**src/hdl/strap_consts.svh**
```systemverilog
// Offsets, field positions, reset values and counts of the strap and power-down block.
`ifndef STRAP_CONSTS_SVH
`define STRAP_CONSTS_SVH

// ----------------------------------------------------------------------------
// Register offsets
// ----------------------------------------------------------------------------
`define REG_CTRL 4'h0
`define REG_STATUS 4'h1
`define REG_STRAP 4'h2
`define REG_ADDR 4'h3
`define REG_IND 4'h4

// ----------------------------------------------------------------------------
// Control register fields
// ----------------------------------------------------------------------------
`define CTRL_SFT_PD 0
`define CTRL_SFT_RST 1
`define CTRL_POL 2
`define CTRL_CNV 3
`define CTRL_MST 4
`define CTRL_TXHI 5

// ----------------------------------------------------------------------------
// Status register fields
// ----------------------------------------------------------------------------
`define STAT_PD_RDY 0
`define STAT_LINK 1
`define STAT_READY 2
`define STAT_CNV 3

// ----------------------------------------------------------------------------
// Strap vector positions, after the synchroniser
// ----------------------------------------------------------------------------
`define STRAP_W 9
`define STRAP_AD2 0
`define STRAP_AD0 1
`define STRAP_AD1 2
`define STRAP_SWPD 3
`define STRAP_MS 4
`define STRAP_TX 5
`define STRAP_MAC0 6
`define STRAP_MAC1 7
`define STRAP_CNV 8

// ----------------------------------------------------------------------------
// Address and indicator register fields
// ----------------------------------------------------------------------------
`define ADDR_HI 2
`define ADDR_LO 0
`define IND_F0_HI 3
`define IND_F0_LO 0
`define IND_F1_HI 7
`define IND_F1_LO 4
`define IND_M0 8
`define IND_M1 9

// ----------------------------------------------------------------------------
// Values and counts
// ----------------------------------------------------------------------------
`define RD_ZERO 16'h0000
`define IND0_DEF 4'h1
`define IND1_DEF 4'h2
`define IND_MODE1 1'b0
`define IND_MODE2 1'b1
`define IND_NOMODE2_LO 4'h7
`define IND_NOMODE2_HI 4'hA
`define MACIF_RMII 2'h0
`define POL_ACT_HIGH 1'b0
`define SETTLE_CYC 2'h3
`define CNT_ZERO 2'h0
`define CNT_STEP 2'h1
`define MAC_LOW 8'h00

`endif

```
**src/hdl/strap_pkg.sv**
```systemverilog
// Types shared by the strap and power-down block.
package strap_pkg;
	typedef enum logic [1:0] {SEQ_HWPD, SEQ_SETTLE, SEQ_RUN} seq_state_e;
	typedef logic [15:0] reg_data_t;
	typedef logic [3:0] reg_addr_t;
	typedef logic [3:0] ind_func_t;
endpackage : strap_pkg

```
**src/hdl/strap_config_and_powerdown_control.sv**
```systemverilog
// Strap sampling, power-down sequencing and link indicator of a single-pair PHY.
//
// The plain strobed port and the placing of the registers were decided locally.
`timescale 1ns/1ps
`include "strap_consts.svh"

// Notes on behaviour
// - Link indicator pin goes active whenever the link-up flag is set.
// - Indicator is active high after reset; a polarity bit makes it active low.
// - Indicator pin doubles as address strap bit 2, sampled before driving.
// - Reset held: everything off, pins tristated, registers unreachable.
// - Soft power-down: clock runs, line inputs ignored, link dropped.
// - Soft power-down: MAC outputs held low, registers still accessible.
// - Soft power-down entered by request bit, or after reset by strap.
// - A status bit reports that soft power-down has been reached.
// - Clearing the request leaves power-down and starts link bring-up.
// - Straps sampled right after any reset, then pins resume normal roles.
// - Sampled straps load register defaults at every reset.
// - Host writes may override strap-derived settings afterwards, except the MAC interface mode and a high level strapped off.
// - Floating straps give address 0, power-down on, slave, both levels, RMII.
// - In RMII the converter strap or enable bit selects converter mode.
// - Converter strap on fourth transmit data pin: 0 normal, 1 converter.
// - Indicator function codes 7 to 10 are refused in blink mode 2.
// - Power-down strap 0 means power-down after reset, 1 means active.
// - Three address straps select one of eight management addresses.
module strap_config_and_powerdown_control
	import strap_pkg::*;
(
	input wire logic sys_clk,
	input wire logic srst,
	input wire reg_addr_t reg_addr,
	input wire reg_data_t reg_wdata,
	input wire logic reg_wr,
	input wire logic reg_rd,
	output reg_data_t reg_rdata,
	input wire logic [7:0] cfg_pins_in,
	input wire logic link_indicator_in,
	output logic link_indicator_out,
	output logic link_indicator_oe_n,
	input wire logic link_up_in,
	input wire logic [7:0] mac_out_core,
	output logic [7:0] mac_out_pins,
	output logic mac_pins_oe_n,
	output logic line_enable,
	output logic pll_enable,
	output logic link_restart,
	output logic chip_ready,
	output logic soft_powerdown_reached,
	output logic [2:0] mgmt_address,
	output logic [1:0] mac_if_mode,
	output logic master_pref,
	output logic tx_high_able,
	output logic converter_active,
	output ind_func_t indicator0_function_select,
	output ind_func_t indicator1_function_select,
	output logic [1:0] indicator_modes
);
	// ------------------------------------------------------------------------
	// Helpers
	// ------------------------------------------------------------------------
	function automatic logic ind_func_ok(input ind_func_t f, input logic m);
		ind_func_ok = !(m == `IND_MODE2 && f >= `IND_NOMODE2_LO && f <= `IND_NOMODE2_HI);
	endfunction : ind_func_ok

	logic [`STRAP_W-1:0] pins_sync;

	pin_sync #(.W(`STRAP_W)) u_pin_sync (
		.sys_clk(sys_clk),
		.srst(srst),
		.pins_in({cfg_pins_in, link_indicator_in}),
		.pins_sync(pins_sync)
	);

	// ------------------------------------------------------------------------
	// Sequencing and configuration state
	// ------------------------------------------------------------------------
	seq_state_e state_ff, nxt_state;
	logic [1:0] cnt_ff, nxt_cnt;
	logic [`STRAP_W-1:0] strap_ff, nxt_strap;
	logic pd_ff, nxt_pd;
	logic pol_ff, nxt_pol;
	logic cnv_ff, nxt_cnv;
	logic mst_ff, nxt_mst;
	logic txhi_ff, nxt_txhi;
	logic [2:0] addr_ff, nxt_addr;
	logic [1:0] macif_ff, nxt_macif;
	ind_func_t f0_ff, nxt_f0, f1_ff, nxt_f1;
	logic m0_ff, nxt_m0, m1_ff, nxt_m1;
	logic restart_ff, nxt_restart;
	logic run;
	logic latch;
	logic wr_ctrl;
	logic wr_ind;
	ind_func_t w_f0, w_f1;

	assign run = (state_ff == SEQ_RUN);
	assign latch = (state_ff == SEQ_SETTLE) && (cnt_ff == `CNT_ZERO);
	assign wr_ctrl = run && reg_wr && (reg_addr == `REG_CTRL);
	assign wr_ind = run && reg_wr && (reg_addr == `REG_IND);
	assign w_f0 = reg_wdata[`IND_F0_HI:`IND_F0_LO];
	assign w_f1 = reg_wdata[`IND_F1_HI:`IND_F1_LO];

	always_comb begin
		nxt_state = state_ff;
		nxt_cnt = cnt_ff;
		nxt_strap = strap_ff;
		nxt_pd = pd_ff;
		nxt_pol = pol_ff;
		nxt_cnv = cnv_ff;
		nxt_mst = mst_ff;
		nxt_txhi = txhi_ff;
		nxt_addr = addr_ff;
		nxt_macif = macif_ff;
		nxt_f0 = f0_ff;
		nxt_f1 = f1_ff;
		nxt_m0 = m0_ff;
		nxt_m1 = m1_ff;
		nxt_restart = 1'b0;
		case (state_ff)
			SEQ_HWPD: begin
				nxt_state = SEQ_SETTLE;
				nxt_cnt = `SETTLE_CYC;
			end
			SEQ_SETTLE: begin
				// The count covers the synchroniser so the latched levels are the pins' own.
				if (cnt_ff == `CNT_ZERO) begin
					nxt_state = SEQ_RUN;
					nxt_strap = pins_sync;
					nxt_pd = !pins_sync[`STRAP_SWPD];
					nxt_restart = pins_sync[`STRAP_SWPD];
					nxt_pol = `POL_ACT_HIGH;
					nxt_cnv = pins_sync[`STRAP_CNV];
					nxt_mst = pins_sync[`STRAP_MS];
					nxt_txhi = !pins_sync[`STRAP_TX];
					nxt_addr = {pins_sync[`STRAP_AD2], pins_sync[`STRAP_AD1],
						pins_sync[`STRAP_AD0]};
					nxt_macif = {pins_sync[`STRAP_MAC1], pins_sync[`STRAP_MAC0]};
					nxt_f0 = `IND0_DEF;
					nxt_f1 = `IND1_DEF;
					nxt_m0 = `IND_MODE1;
					nxt_m1 = `IND_MODE1;
				end else begin
					nxt_cnt = cnt_ff - `CNT_STEP;
				end
			end
			SEQ_RUN: begin
				if (wr_ctrl && reg_wdata[`CTRL_SFT_RST]) begin
					// Software reset re-runs the whole strap sequence.
					nxt_state = SEQ_SETTLE;
					nxt_cnt = `SETTLE_CYC;
				end else if (wr_ctrl) begin
					nxt_pd = reg_wdata[`CTRL_SFT_PD];
					nxt_restart = pd_ff && !reg_wdata[`CTRL_SFT_PD];
					nxt_pol = reg_wdata[`CTRL_POL];
					nxt_cnv = reg_wdata[`CTRL_CNV];
					nxt_mst = reg_wdata[`CTRL_MST];
					// High level stays off when strapped for the low level only.
					if (!strap_ff[`STRAP_TX]) begin
						nxt_txhi = reg_wdata[`CTRL_TXHI];
					end
				end
				if (run && reg_wr && (reg_addr == `REG_ADDR)) begin
					nxt_addr = reg_wdata[`ADDR_HI:`ADDR_LO];
				end
				if (wr_ind && ind_func_ok(w_f0, reg_wdata[`IND_M0])) begin
					nxt_f0 = w_f0;
					nxt_m0 = reg_wdata[`IND_M0];
				end
				if (wr_ind && ind_func_ok(w_f1, reg_wdata[`IND_M1])) begin
					nxt_f1 = w_f1;
					nxt_m1 = reg_wdata[`IND_M1];
				end
			end
			default: begin
				nxt_state = SEQ_HWPD;
			end
		endcase
	end

	always_ff @(posedge sys_clk) begin
		if (srst) begin
			state_ff <= SEQ_HWPD;
			cnt_ff <= `CNT_ZERO;
			strap_ff <= '0;
			pd_ff <= 1'b1;
			pol_ff <= `POL_ACT_HIGH;
			cnv_ff <= 1'b0;
			mst_ff <= 1'b0;
			txhi_ff <= 1'b0;
			addr_ff <= '0;
			macif_ff <= `MACIF_RMII;
			f0_ff <= `IND0_DEF;
			f1_ff <= `IND1_DEF;
			m0_ff <= `IND_MODE1;
			m1_ff <= `IND_MODE1;
			restart_ff <= 1'b0;
		end else begin
			state_ff <= nxt_state;
			cnt_ff <= nxt_cnt;
			strap_ff <= nxt_strap;
			pd_ff <= nxt_pd;
			pol_ff <= nxt_pol;
			cnv_ff <= nxt_cnv;
			mst_ff <= nxt_mst;
			txhi_ff <= nxt_txhi;
			addr_ff <= nxt_addr;
			macif_ff <= nxt_macif;
			f0_ff <= nxt_f0;
			f1_ff <= nxt_f1;
			m0_ff <= nxt_m0;
			m1_ff <= nxt_m1;
			restart_ff <= nxt_restart;
		end
	end

	// ------------------------------------------------------------------------
	// Pin drivers and read data
	// ------------------------------------------------------------------------
	logic link_flag;
	logic ind_ff, nxt_ind;
	logic ind_oe_n_ff, nxt_ind_oe_n;
	logic [7:0] mac_ff, nxt_mac;
	logic mac_oe_n_ff, nxt_mac_oe_n;
	logic line_ff, nxt_line;
	logic pll_ff, nxt_pll;
	reg_data_t rdata_ff, nxt_rdata;
	reg_data_t rd_val;

	// An active link is dropped while powered down, whatever the core reports.
	assign link_flag = run && link_up_in && !pd_ff;

	always_comb begin
		rd_val = `RD_ZERO;
		case (reg_addr)
			`REG_CTRL: begin
				rd_val[`CTRL_SFT_PD] = pd_ff;
				rd_val[`CTRL_POL] = pol_ff;
				rd_val[`CTRL_CNV] = cnv_ff;
				rd_val[`CTRL_MST] = mst_ff;
				rd_val[`CTRL_TXHI] = txhi_ff;
			end
			`REG_STATUS: begin
				rd_val[`STAT_PD_RDY] = run && pd_ff;
				rd_val[`STAT_LINK] = link_flag;
				rd_val[`STAT_READY] = run;
				rd_val[`STAT_CNV] = converter_active;
			end
			`REG_STRAP: rd_val[`STRAP_W-1:0] = strap_ff;
			`REG_ADDR: rd_val[`ADDR_HI:`ADDR_LO] = addr_ff;
			`REG_IND: begin
				rd_val[`IND_F0_HI:`IND_F0_LO] = f0_ff;
				rd_val[`IND_F1_HI:`IND_F1_LO] = f1_ff;
				rd_val[`IND_M0] = m0_ff;
				rd_val[`IND_M1] = m1_ff;
			end
			default: rd_val = `RD_ZERO;
		endcase
		nxt_rdata = (reg_rd && run) ? rd_val : `RD_ZERO;
		nxt_ind = link_flag ^ pol_ff;
		nxt_ind_oe_n = !run;
		nxt_mac = (run && !pd_ff) ? mac_out_core : `MAC_LOW;
		nxt_mac_oe_n = !run;
		nxt_line = run && !pd_ff;
		nxt_pll = 1'b1;
	end

	always_ff @(posedge sys_clk) begin
		if (srst) begin
			rdata_ff <= `RD_ZERO;
			ind_ff <= 1'b0;
			ind_oe_n_ff <= 1'b1;
			mac_ff <= `MAC_LOW;
			mac_oe_n_ff <= 1'b1;
			line_ff <= 1'b0;
			pll_ff <= 1'b0;
		end else begin
			rdata_ff <= nxt_rdata;
			ind_ff <= nxt_ind;
			ind_oe_n_ff <= nxt_ind_oe_n;
			mac_ff <= nxt_mac;
			mac_oe_n_ff <= nxt_mac_oe_n;
			line_ff <= nxt_line;
			pll_ff <= nxt_pll;
		end
	end

	assign reg_rdata = rdata_ff;
	assign link_indicator_out = ind_ff;
	assign link_indicator_oe_n = ind_oe_n_ff;
	assign mac_out_pins = mac_ff;
	assign mac_pins_oe_n = mac_oe_n_ff;
	assign line_enable = line_ff;
	assign pll_enable = pll_ff;
	assign link_restart = restart_ff;
	assign chip_ready = run;
	assign soft_powerdown_reached = run && pd_ff;
	assign mgmt_address = addr_ff;
	assign mac_if_mode = macif_ff;
	assign master_pref = mst_ff;
	assign tx_high_able = txhi_ff;
	assign converter_active = cnv_ff && (macif_ff == `MACIF_RMII);
	assign indicator0_function_select = f0_ff;
	assign indicator1_function_select = f1_ff;
	assign indicator_modes = {m1_ff, m0_ff};
endmodule : strap_config_and_powerdown_control

```
**src/hdl/pin_sync.sv**
```systemverilog
// Two-stage synchroniser for the strap and indicator pins.
`timescale 1ns/1ps
module pin_sync #(
	parameter int W = 9
) (
	input wire logic sys_clk,
	input wire logic srst,
	input wire logic [W-1:0] pins_in,
	output logic [W-1:0] pins_sync
);
	logic [W-1:0] meta_ff;
	logic [W-1:0] sync_ff;
	logic [W-1:0] nxt_meta;
	logic [W-1:0] nxt_sync;

	always_comb begin
		nxt_meta = pins_in;
		nxt_sync = meta_ff;
	end

	always_ff @(posedge sys_clk) begin
		if (srst) begin
			meta_ff <= '0;
			sync_ff <= '0;
		end else begin
			meta_ff <= nxt_meta;
			sync_ff <= nxt_sync;
		end
	end

	assign pins_sync = sync_ff;
endmodule : pin_sync

```
**config.mk**
```make
export PLATFORM = sky130hd
export DESIGN_NAME = strap_config_and_powerdown_control
export DESIGN_NICKNAME = d
export VERILOG_FILES = /design/src/hdl/strap_pkg.sv /design/src/hdl/strap_config_and_powerdown_control.sv /design/src/hdl/pin_sync.sv
export VERILOG_INCLUDE_DIRS = /design/src /design/src/hdl
export SDC_FILE = /design/constraint.sdc
export NUM_CORES = 1
export LEC_CHECK = 0
export ABC_AREA = 1
export BUFFER_PORTS_ARGS = -buffer_cell sky130_fd_sc_hd__buf_2
export CORE_ASPECT_RATIO = 0.7
export CORE_MARGIN = 8
export CORE_UTILIZATION = 46
export DETAILED_ROUTE_END_ITERATION = 10
export HOLD_SLACK_MARGIN = 0.05
export PLACE_DENSITY = 0.77
export SYNTH_ARGS = -nofsm -noshare
export SYNTH_HDL_FRONTEND = slang
export SYNTH_SLANG_ARGS = --single-unit
```
**constraint.sdc**
```tcl
create_clock -name sys_clk -period 2.19 [get_ports sys_clk]
set_input_delay 0.438 -clock sys_clk [delete_from_list [all_inputs] [get_ports sys_clk]]
set_output_delay 0.438 -clock sys_clk [all_outputs]
set_load 0.05 [all_outputs]
```
==> results of run 1 <==
-- kinds of logic after synthesis --
family / after synthesis
AOI/OAI and AO/OA: 56
adders and majority gates: 5
and+or+nand+nor: 174
buffers and inverters: 98
DFF: 72
other: 1
-- critical path, cell delays in order, from the launching register on --
cell	delay [ps]
dfxtp_1	330
inv_1	110
ha_2	320
nand2_1	110
inv_1	60
buf_2	250
-- synthesized netlist by cell type --
cell / number
a21oi_1: 28
a21oi_2: 4
buf_2: 2
buf_4: 12
buf_6: 2
clkbuf_1: 5
clkinv_1: 1
conb_1: 1
dfxtp_1: 72
ha_1: 5
inv_1: 69
inv_2: 7
nand2_1: 73
nand2_2: 4
nand2_4: 1
nand3_1: 14
nand3_2: 2
nand3_4: 1
nand4_1: 11
nor2_1: 60
nor2_2: 3
nor2_4: 1
nor3_1: 2
o211ai_1: 1
o21ai_0: 13
o21ai_1: 2
o21ai_4: 1
o21bai_1: 1
o221ai_1: 1
o22ai_1: 4
o31ai_1: 1
or2_0: 1
or2_2: 1
-- cell usage in the layout, fill, tap and decap left out --
| cell | instances |
|---|---|
| nor2_2 | 3 |
| or2_0 | 1 |
| clkinv_1 | 1 |
| nor2_4 | 1 |
| a21oi_2 | 4 |
| ha_2 | 1 |
| clkinvlp_4 | 3 |
| o22ai_1 | 4 |
| nand2_2 | 4 |
| o221ai_1 | 1 |
| o21ai_0 | 13 |
| nand3_2 | 2 |
| or2_2 | 1 |
| dfxtp_1 | 72 |
| nor3_1 | 2 |
| inv_1 | 69 |
| ha_1 | 4 |
| buf_4 | 7 |
| o211ai_1 | 1 |
| o21ai_1 | 2 |
| inv_6 | 1 |
| nor2_1 | 60 |
| a21oi_1 | 28 |
| conb_1 | 6 |
| o21ai_4 | 1 |
| nand3_1 | 14 |
| nand2_4 | 1 |
| o31ai_1 | 1 |
| nand4_1 | 11 |
| nand3_4 | 1 |
| clkbuf_8 | 11 |
| buf_2 | 79 |
| clkinv_4 | 1 |
| nand2_1 | 73 |
| o21bai_1 | 1 |
| inv_2 | 7 |
-- layout make-up --
cell class,instances,area [sq um]
fillers,572,2660
repair buffers,86,448
clock buffers,11,151
flip-flops and latches,72,1440
inverters,77,289
well taps,78,97.6
clock inverters,5,40.0
multi-input cells,241,1170
-- metal layers --
| layer | GRT usage | part of all wire | up-vias |
|---|---|---|---|
| li1 | - | - | 1399 |
| met1 | 0.201 | 0.47 | 1176 |
| met2 | 0.245 | 0.43 | 112 |
| met3 | 0.0636 | 0.094 | 8 |
| met4 | 0.0446 | 0.0078 | 0 |
| met5 | 0 | 0 | - |
-- how the worst min path moves through the flow --
stage | end | slack (ps)
after floorplan | u_pin_sync.pins_sync[0]$_SDFF_PP0_ | 390
after global placement | u_pin_sync.pins_sync[3]$_SDFF_PP0_ | 390
after detailed placement | u_pin_sync.pins_sync[7]$_SDFF_PP0_ | 390
after CTS | u_pin_sync.meta_ff[2]$_SDFF_PP0_ | 270
after global routing | mac_out_pins[7]$_SDFF_PP0_ | 280
final | u_pin_sync.pins_sync[1]$_SDFF_PP0_ | 290
-- flip-flops by register name (all words and copies together), names as in the netlist, 2 cells and up --
register / cells
cnt_ff: 2
indicator0_function_select: 4
indicator1_function_select: 4
mac_out_pins: 8
mgmt_address: 3
reg_rdata: 10
state_ff: 2
strap_ff: 9
u_pin_sync.meta_ff: 9
u_pin_sync.pins_sync: 9
-- stage by stage --
step	hold slack, ps	utilization	instances	instance area [sq um]
after floorplan	388	-	411	3040
after global placement	390	0.547	554	3450
after detailed placement	395	0.547	554	3450
after CTS	271	0.577	570	3640
after global routing	283	0.578	570	3640
final	290	0.578	570	3640
-- timing repair --
| action | 4_1_cts | 5_1_grt |
|---|---|---|
| resized for setup | 0 | 1 |
| buffers inserted | 0 | 0 |
| endpoints found under the setup margin | 0 | 1 |
| hold endpoints to repair | 0 | 0 |
-- where the power goes --
group          internal, mW  total, mW  leakage [nW]  switching (mW)
combinational         0.317       1.16          1.19           0.848
sequential             1.47       1.58         0.588           0.111
clock                 0.478      0.981        0.0882           0.503
==> impl_metrics.yaml, run 1 <==
pwr:
  peakVddDrop_uv: 455
  power_density_nw_per_um2: 1020
  finalPower_mw: 3.72
  p_leak_nw: 1.87
global_route:
  first_global_vias: 2592
  antenna_found_initial: 0
  grt_usage: 0.159
  grt_max_degree: 23
  grt_overflow: 0
  grt_pass1_wl_microns: 12200
die:
  rows: 24
  io-pin-count: 92
  dieArea_sq_um: 9470
  start_util: 0.480
  fp.dieH_microns: 83.9
  coreArea_sq_um: 6310
  die_x_microns: 113
setup_path:
  cp.required_ps: 1750
  path_class: "flip-flop to primary output"
  crit_path_start: "state_ff[0]$_SDFFE_PP0P_"
  worstPathArrival_ps: 1530
  r2r-end: "pd_ff$_SDFFE_PP1P_"
  cp-start-kind: "flip-flop"
  r2r_cells: 10
  setup.worst_path.end: "soft_powerdown_reached"
  r2r_setup_slack_ps: 330
  crit-reg2reg-launch: "state_ff[1]$_SDFFE_PP0P_"
  crit_fanout: 9
  cp-end-kind: "primary output"
clocking:
  path_clk_slew_ps: 80
  insertion_delay_ps: 340
  cts.sinks: 72
  cts_tree: "yes"
  cts.path.max_buffers: 2
  root_buffer: "clkbuf_8"
  numCtsBuffers: 9
  cts_max_level: 3
  cts_hold_buf: 0
synthesis:
  ys_seq_area_frac: 0.476
  yosys.area.top_type: "dfxtp_1"
  synth_xor_area_frac: 0
  synth_seq_cells: 72
  postSynthCellCount: 406
  ys_warn_count: 0
  yosysTopAreaCellShare: 0.476
  synth-compound-area-share: 0.107
  synth_area_leaders: "dfxtp_1 48%, nand2_1 9.1%, inv_1 8.6%"
  ys_types: 33
  yosys.area_share.adder: 0.0207
  synth-simple-area-share: 0.253
  muxShareOfSynthArea: 0
  synth_top_family_by_area: "simple AND/OR/NAND/NOR gates"
  syn_area_per_cell_sq_um: 7.45
  synth_area_sq_um: 3030
status:
  outcome: "completed"
timing:
  hold_viol_final: 0
  final_max_slew_viol_count: 0
  fin_skew_ps: 7.33
  rsz0062_at_grt: "false"
  maxClockFrequency_mhz: 508
  min_period_ps: 1970
  setup-tns-final_ps: 0
  worst_slack_ps: 220
  period_share: 0.900
  finalSetupViolations: 0
layout:
  drive_above_1_share: 0.260
  antennaDiodeCount: 0
  nNetsFinal: 534
  area_growth_pct: 20.4
placement:
  dp_slack_ps: 343
  gp_congestion: 0.886
  hpwl_microns: 5660
  portBuffers: 79
worst_hold_path:
  hold_path.class: "input port to flip-flop"
  hp-start: "srst"
  min_path_cells: 2
drt:
  ant_nets: 0
  drc_errors: 0
  dr_total_vias: 2695
  drtPass1Iterations: 5
  drt_iter0_markers: 117
  finalWirelength_microns: 7350
  drt-vias-per-instance: 4.73
  wl_per_cell_microns: 12.9
run:
  drv_cap: 0
Power figures use the tool's default switching activity.
==> run 2: changes to the inputs <==
--- a/config.mk
+++ b/config.mk
@@ -6,9 +6,8 @@
 export SDC_FILE = /design/constraint.sdc
 export NUM_CORES = 1
 export LEC_CHECK = 0
-export ABC_AREA = 1
+export ABC_AREA = 0
 export BUFFER_PORTS_ARGS = -buffer_cell sky130_fd_sc_hd__buf_2
-export CORE_ASPECT_RATIO = 0.7
 export CORE_MARGIN = 8
 export CORE_UTILIZATION = 46
 export DETAILED_ROUTE_END_ITERATION = 10
==> run 2 against run 1 <==
  * Wire length fell by 4.3%
  * First-iteration DRC count up 6.0%
  * Sequential cell count unchanged
  * Cell count down 17%
  * Global-route usage down 0.41 points
  * Total power shrank 3.1%
  * Area after synthesis fell by 3.4%
  * Die area shrank 3.3%
  * Combinational power decreased by 33%
  * Clock power is 40% higher
  * Synthesized cell count is 23% lower
  * Largest power group unchanged
  * Highest routed layer unchanged
==> impl_metrics.yaml, run 2 <==
layout:
  antennaDiodeCount: 0
  mostFrequentLayoutCells: "79 x buf_2, 72 x dfxtp_1, 29 x nand2_1, 26 x nor2_1, 23 x a21oi_1"
  largest_reg_flops: 10
  final_area_sq_um: 3630
  num-fill-cells: 564
  final_common_cell: "buf_2"
  area_growth_pct: 24.4
  drive_above_1_share: 0.284
  nNetsFinal: 440
die:
  io-pin-count: 92
  die_x_microns: 95.7
  coreArea_sq_um: 6240
  start_util: 0.468
  dieArea_sq_um: 9160
  rows: 29
  fp.dieH_microns: 95.7
timing:
  worstMarginPinSlew_ps: 544
  final_max_slew_viol_count: 0
  finalSetupViolations: 0
  setup-tns-final_ps: 0
  hold_viol_final: 0
  max_slew_margin: 0.634
  min_period_ps: 2020
  fin_skew_ps: 9.85
  period_share: 0.924
  maxClockFrequency_mhz: 494
  hold_slack_ps: 290
  rsz0062_at_grt: "false"
synthesis:
  yosysTopAreaCellShare: 0.493
  synth_area_leaders: "dfxtp_1 49%, nor2b_1 4.5%, a21oi_1 3.9%"
  async_reset_ff_frac: 0
  yosysMostFrequentCell: "dfxtp_1"
  synth_seq_cells: 72
  ys_seq_area_frac: 0.493
  synth_area_sq_um: 2920
  ys_types: 56
  postSynthCellCount: 312
  syn_area_per_cell_sq_um: 9.36
  ys_warn_count: 0
  yosys.area.top_type: "dfxtp_1"
  synth_edf_count: 0
  synthTopCellsByCount: "72 x dfxtp_1, 29 x nand2_1, 26 x nor2_1"
  synthFlopType: "dfxtp_1"
setup_path:
  r2r_setup_slack_ps: 180
  crit_chain: "inv_1 > ha_1 > buf_6 > nand2_1 > inv_1 > buf_2"
  critPathTopFamily: "buffers and inverters"
  r2r_cells: 7
  setup.worst_path.end: "soft_powerdown_reached"
  r2r-end: "indicator0_function_select[3]$_SDFFE_PP0P_"
  path_depth: 6
  cp-end-kind: "primary output"
  cp_common_cell: "inv_1"
  crit_buf_inv: 4
  crit_slowest_cell: "dfxtp_1"
  critPathMaxStageDelay_ps: 330
  crit-reg2reg-launch: "state_ff[0]$_SDFFE_PP0P_"
  cp-start-kind: "flip-flop"
  crit_path_start: "state_ff[0]$_SDFFE_PP0P_"
  worstPathArrival_ps: 1590
  path_class: "flip-flop to primary output"
  crit_fanout: 23
  cp.required_ps: 1750
drt:
  wl_per_cell_microns: 14.8
  drtPass1Iterations: 4
  drt-vias-per-instance: 5.14
  ant_nets: 0
  drc_errors: 0
  dr_total_vias: 2440
  drt_iter0_markers: 124
  finalWirelength_microns: 7030
clocking:
  cts_resized: 0
  numCtsBuffers: 9
  insertion_delay_ps: 340
  post_cts_buffers: 0
  cts_tree: "yes"
  path_clk_slew_ps: 80
  cts.sinks: 72
  cts_max_level: 3
  root_buffer: "clkbuf_8"
  cts_hold_buf: 0
  cts.path.max_buffers: 2
placement:
  gp_congestion: 0.874
  hpwl_microns: 5260
  portBuffers: 79
  dpl_cell_area_sq_um: 3360
worst_hold_path:
  hold_path.class: "input port to flip-flop"
  hp-start: "mac_out_core[6]"
pwr:
  peakVddDrop_uv: 608
  finalPower_mw: 3.61
  power_density_nw_per_um2: 992
  p_leak_nw: 1.63
global_route:
  antenna_found_initial: 0
  grt_usage: 0.155
  grt_pass1_wl_microns: 11100
  first_global_vias: 2347
  grt_overflow: 0
  grt_max_degree: 41
status:
  outcome: "completed"
run:
  drv_cap: 0
[run 2: layout make-up]
type                            instances  area, sq um  area share
Inverter                               14         52.6      0.0145
Tap cell                               77         96.3      0.0265
Multi-Input combinational cell        208         1310       0.360
Clock inverter                          7          144      0.0396
Clock buffer                            9          124      0.0341
Timing Repair Buffer                   88          467       0.128
Sequential cell                        72         1440       0.397
[run 2: cells by family (layout without fill, tap and decap cells)]
family,Yosys count,count (layout),synth area share
other,1,6,0.00128
AOI/OAI and AO/OA,78,78,0.186
buffers and inverters,37,118,0.0647
and+or+nand+nor,110,110,0.202
DFF,72,72,0.493
xor gates and xnor gates,1,1,0.00300
muxes,7,7,0.0253
adders and majority gates,6,6,0.0248
[run 2: power by group]
| group | switching (mW) | leakage (nW) | internal [mW] |
|---|---|---|---|
| Clock | 0.496 | 0.126 | 0.873 |
| Combinational | 0.521 | 0.917 | 0.257 |
| Sequential | 0.0653 | 0.586 | 1.39 |
[run 2: how the worst min path moves through the flow]
stage                                         endpoint  slack, ps  cells after the start
floorplan           u_pin_sync.pins_sync[0]$_SDFF_PP0_        410                      1
global placement    u_pin_sync.pins_sync[8]$_SDFF_PP0_        420                      1
detailed placement  u_pin_sync.pins_sync[8]$_SDFF_PP0_        420                      1
CTS                         mac_out_pins[6]$_SDFF_PP0_        280                      2
global route                mac_out_pins[2]$_SDFF_PP0_        280                      2
finish                      mac_out_pins[6]$_SDFF_PP0_        290                      2
[run 2: per-stage QoR]
stage / cells / util / setup slack, ps
finish: 475 / 0.582 / 166
global route: 475 / 0.582 / 41.3
CTS: 475 / 0.582 / 97.8
detailed placement: 459 / 0.539 / 204
global placement: 459 / 0.539 / 294
floorplan: 317 / - / 15.5
[run 2: routing by layer]
layer | global-route usage | vias to the layer above | wire length [microns] | part of all wire
li1 | - | 1234 | - | -
met1 | 0.190 | 1110 | 3070 | 0.44
met2 | 0.248 | 85 | 3310 | 0.47
met3 | 0.0335 | 11 | 520 | 0.074
met4 | 0.0871 | 0 | 142 | 0.020
met5 | 0 | - | 0 | 0
==> run 3: changes to the inputs <==
--- a/config.mk
+++ b/config.mk
@@ -9,10 +9,11 @@
 export ABC_AREA = 0
 export BUFFER_PORTS_ARGS = -buffer_cell sky130_fd_sc_hd__buf_2
 export CORE_MARGIN = 8
-export CORE_UTILIZATION = 46
+export CORE_UTILIZATION = 30
 export DETAILED_ROUTE_END_ITERATION = 10
 export HOLD_SLACK_MARGIN = 0.05
-export PLACE_DENSITY = 0.77
+export PLACE_DENSITY = 0.5
 export SYNTH_ARGS = -nofsm -noshare
 export SYNTH_HDL_FRONTEND = slang
+export SYNTH_HIERARCHICAL = 1
 export SYNTH_SLANG_ARGS = --single-unit
==> run 3 against run 2 <==
  * Count of clock-buffer cells in the layout increased by 1
  * Global-route usage shrank 3.5 points
  * Combinational power is 5.8% lower
  * Area after synthesis grew 3.0%
  * Total power down 4.1%
  * Largest cell class unchanged
  * Worst setup slack worse by 65 ps
  * Cell count is 11% higher
  * First-iteration DRC count increased by 11%
  * Utilization is 20 points lower
==> impl_metrics.yaml, run 3 <==
status:
  outcome: "completed"
synthesis:
  synthTopCellsByCount: "72 x dfxtp_1, 28 x nand2_1, 23 x a21oi_1"
  ys_seq_area_frac: 0.479
  ys_warn_count: 6
  syn_area_per_cell_sq_um: 9.65
  yosysMostFrequentCell: "dfxtp_1"
  yosys.area.top_type: "dfxtp_1"
  synth_area_sq_um: 3010
  synth_area_leaders: "dfxtp_1 48%, a21oi_1 3.8%, buf_4 3.5%"
  synth_edf_count: 0
  yosysTopAreaCellShare: 0.479
  synthFlopType: "dfxtp_1"
  postSynthCellCount: 312
  ys_types: 55
  synth_seq_cells: 72
  async_reset_ff_frac: 0
setup_path:
  crit_slowest_cell: "dfxtp_1"
  cp-end-kind: "primary output"
  critPathMaxStageDelay_ps: 350
  cp.required_ps: 1750
  crit-reg2reg-launch: "state_ff[0]$_SDFFE_PP0P_"
  crit_path_start: "state_ff[0]$_SDFFE_PP0P_"
  worstPathArrival_ps: 1650
  r2r_cells: 6
  crit_buf_inv: 4
  critPathTopFamily: "buffers and inverters"
  crit_fanout: 16
  crit_chain: "inv_1 > ha_1 > buf_4 > nand2_1 > inv_1 > buf_2"
  r2r_setup_slack_ps: 260
  cp_common_cell: "inv_1"
  cp-start-kind: "flip-flop"
  r2r-end: "tx_high_able$_SDFFE_PP0P_"
  path_class: "flip-flop to primary output"
drt:
  drc_errors: 0
  wl_per_cell_microns: 15.4
  finalWirelength_microns: 8110
  ant_nets: 0
  drt-vias-per-instance: 4.53
  drt_iter0_markers: 138
  drtPass1Iterations: 4
  dr_total_vias: 2392
global_route:
  grt_usage: 0.120
  grt_pass1_wl_microns: 12500
  first_global_vias: 2400
  grt_overflow: 0
  antenna_found_initial: 0
  grt_max_degree: 30
die:
  rows: 36
  fp.dieH_microns: 116
  io-pin-count: 92
  coreArea_sq_um: 9770
  die_x_microns: 116
  start_util: 0.308
  dieArea_sq_um: 13500
placement:
  portBuffers: 79
  dpl_cell_area_sq_um: 3490
  hpwl_microns: 6090
  gp_congestion: 0.774
clocking:
  cts_tree: "yes"
  cts_max_level: 3
  root_buffer: "clkbuf_8"
  numCtsBuffers: 9
  cts.sinks: 72
  path_clk_slew_ps: 80
  cts_hold_buf: 0
  cts_resized: 0
  insertion_delay_ps: 340
  post_cts_buffers: 0
  cts.path.max_buffers: 2
timing:
  final_max_slew_viol_count: 0
  rsz0062_at_grt: "false"
  setup-tns-final_ps: 0
  min_period_ps: 2090
  hold_slack_ps: 289
  period_share: 0.954
  fin_skew_ps: 9.21
  maxClockFrequency_mhz: 479
  hold_viol_final: 0
  finalSetupViolations: 0
worst_hold_path:
  min_to: "mac_out_pins[4]$_SDFF_PP0_"
  min_path_cells: 2
  hold_path.class: "input port to flip-flop"
  hp-start: "mac_out_core[4]"
layout:
  final_common_cell: "buf_2"
  largest_reg_flops: 10
  mostFrequentLayoutCells: "79 x buf_2, 72 x dfxtp_1, 28 x nand2_1, 23 x a21oi_1, 15 x nor2_1"
  antennaDiodeCount: 0
  nNetsFinal: 438
  final_area_sq_um: 3730
  area_growth_pct: 24.0
  drive_above_1_share: 0.304
pwr:
  peakVddDrop_uv: 349
  power_density_nw_per_um2: 927
  p_leak_nw: 1.62
run:
  drv_cap: 0
-- run 3: cells by family after synthesis --
| family | share of synthesized area |
|---|---|
| other | 0.00125 |
| adders and majority gates | 0.0241 |
| DFF | 0.479 |
| buffers and inverters | 0.0736 |
| xor gates and xnor gates | 0.00291 |
| and+or+nand+nor | 0.219 |
| muxes | 0.0453 |
| AOI/OAI and AO/OA | 0.155 |
-- run 3: layout make-up --
type	instances	area, sq um
clock buffers	10	138
flip-flops and latches	72	1440
fillers	1033	6040
repair buffers	88	463
inverters	14	52.6
multi-input cells	206	1370
well taps	133	166
clock inverters	5	105
-- run 3: worst register-to-register path: stages, from the launching register on --
cell and delay (ps):
dfxtp_1 410, ha_1 250, and2_1 450, a21oi_1 160
a21oi_4 270, nor2_1 70, a311oi_1 250
-- run 3: metrics by stage --
stage / util / std cells / setup slack (ps) / power [mW]
floorplan: - / 317 / 167 / 2.01
CTS: 0.382 / 528 / 82.2 / 3.50
global placement: 0.357 / 513 / 298 / 2.20
global route: 0.382 / 528 / 11.9 / 3.62
detailed placement: 0.357 / 513 / 271 / 2.21
finish: 0.382 / 528 / 101 / 3.46
-- run 3: metal layers --
layer / up-vias / GRT usage / wire length [microns]
li1: 1219 / - / -
met1: 1095 / 0.153 / 3830
met2: 67 / 0.185 / 3630
met3: 11 / 0.0346 / 493
met4: 0 / 0.0536 / 157
met5: - / 0 / 0
-- run 3: worst max-delay path by stage --
stage / endpoint / depth (start not counted)
2_1_floorplan: indicator0_function_select[0]$_SDFFE_PP1P_ / 7
3_3_place_gp: mgmt_address[0]$_SDFFE_PP0P_ / 7
3_5_place_dp: tx_high_able$_SDFFE_PP0P_ / 6
4_1_cts: soft_powerdown_reached / 6
5_1_grt: soft_powerdown_reached / 6
6_report: soft_powerdown_reached / 6
-- run 3: power by group --
group | internal, mW | total (mW) | switching [mW]
clock | 0.782 | 1.28 | 0.503
sequential | 1.38 | 1.44 | 0.0582
combinational | 0.247 | 0.733 | 0.486
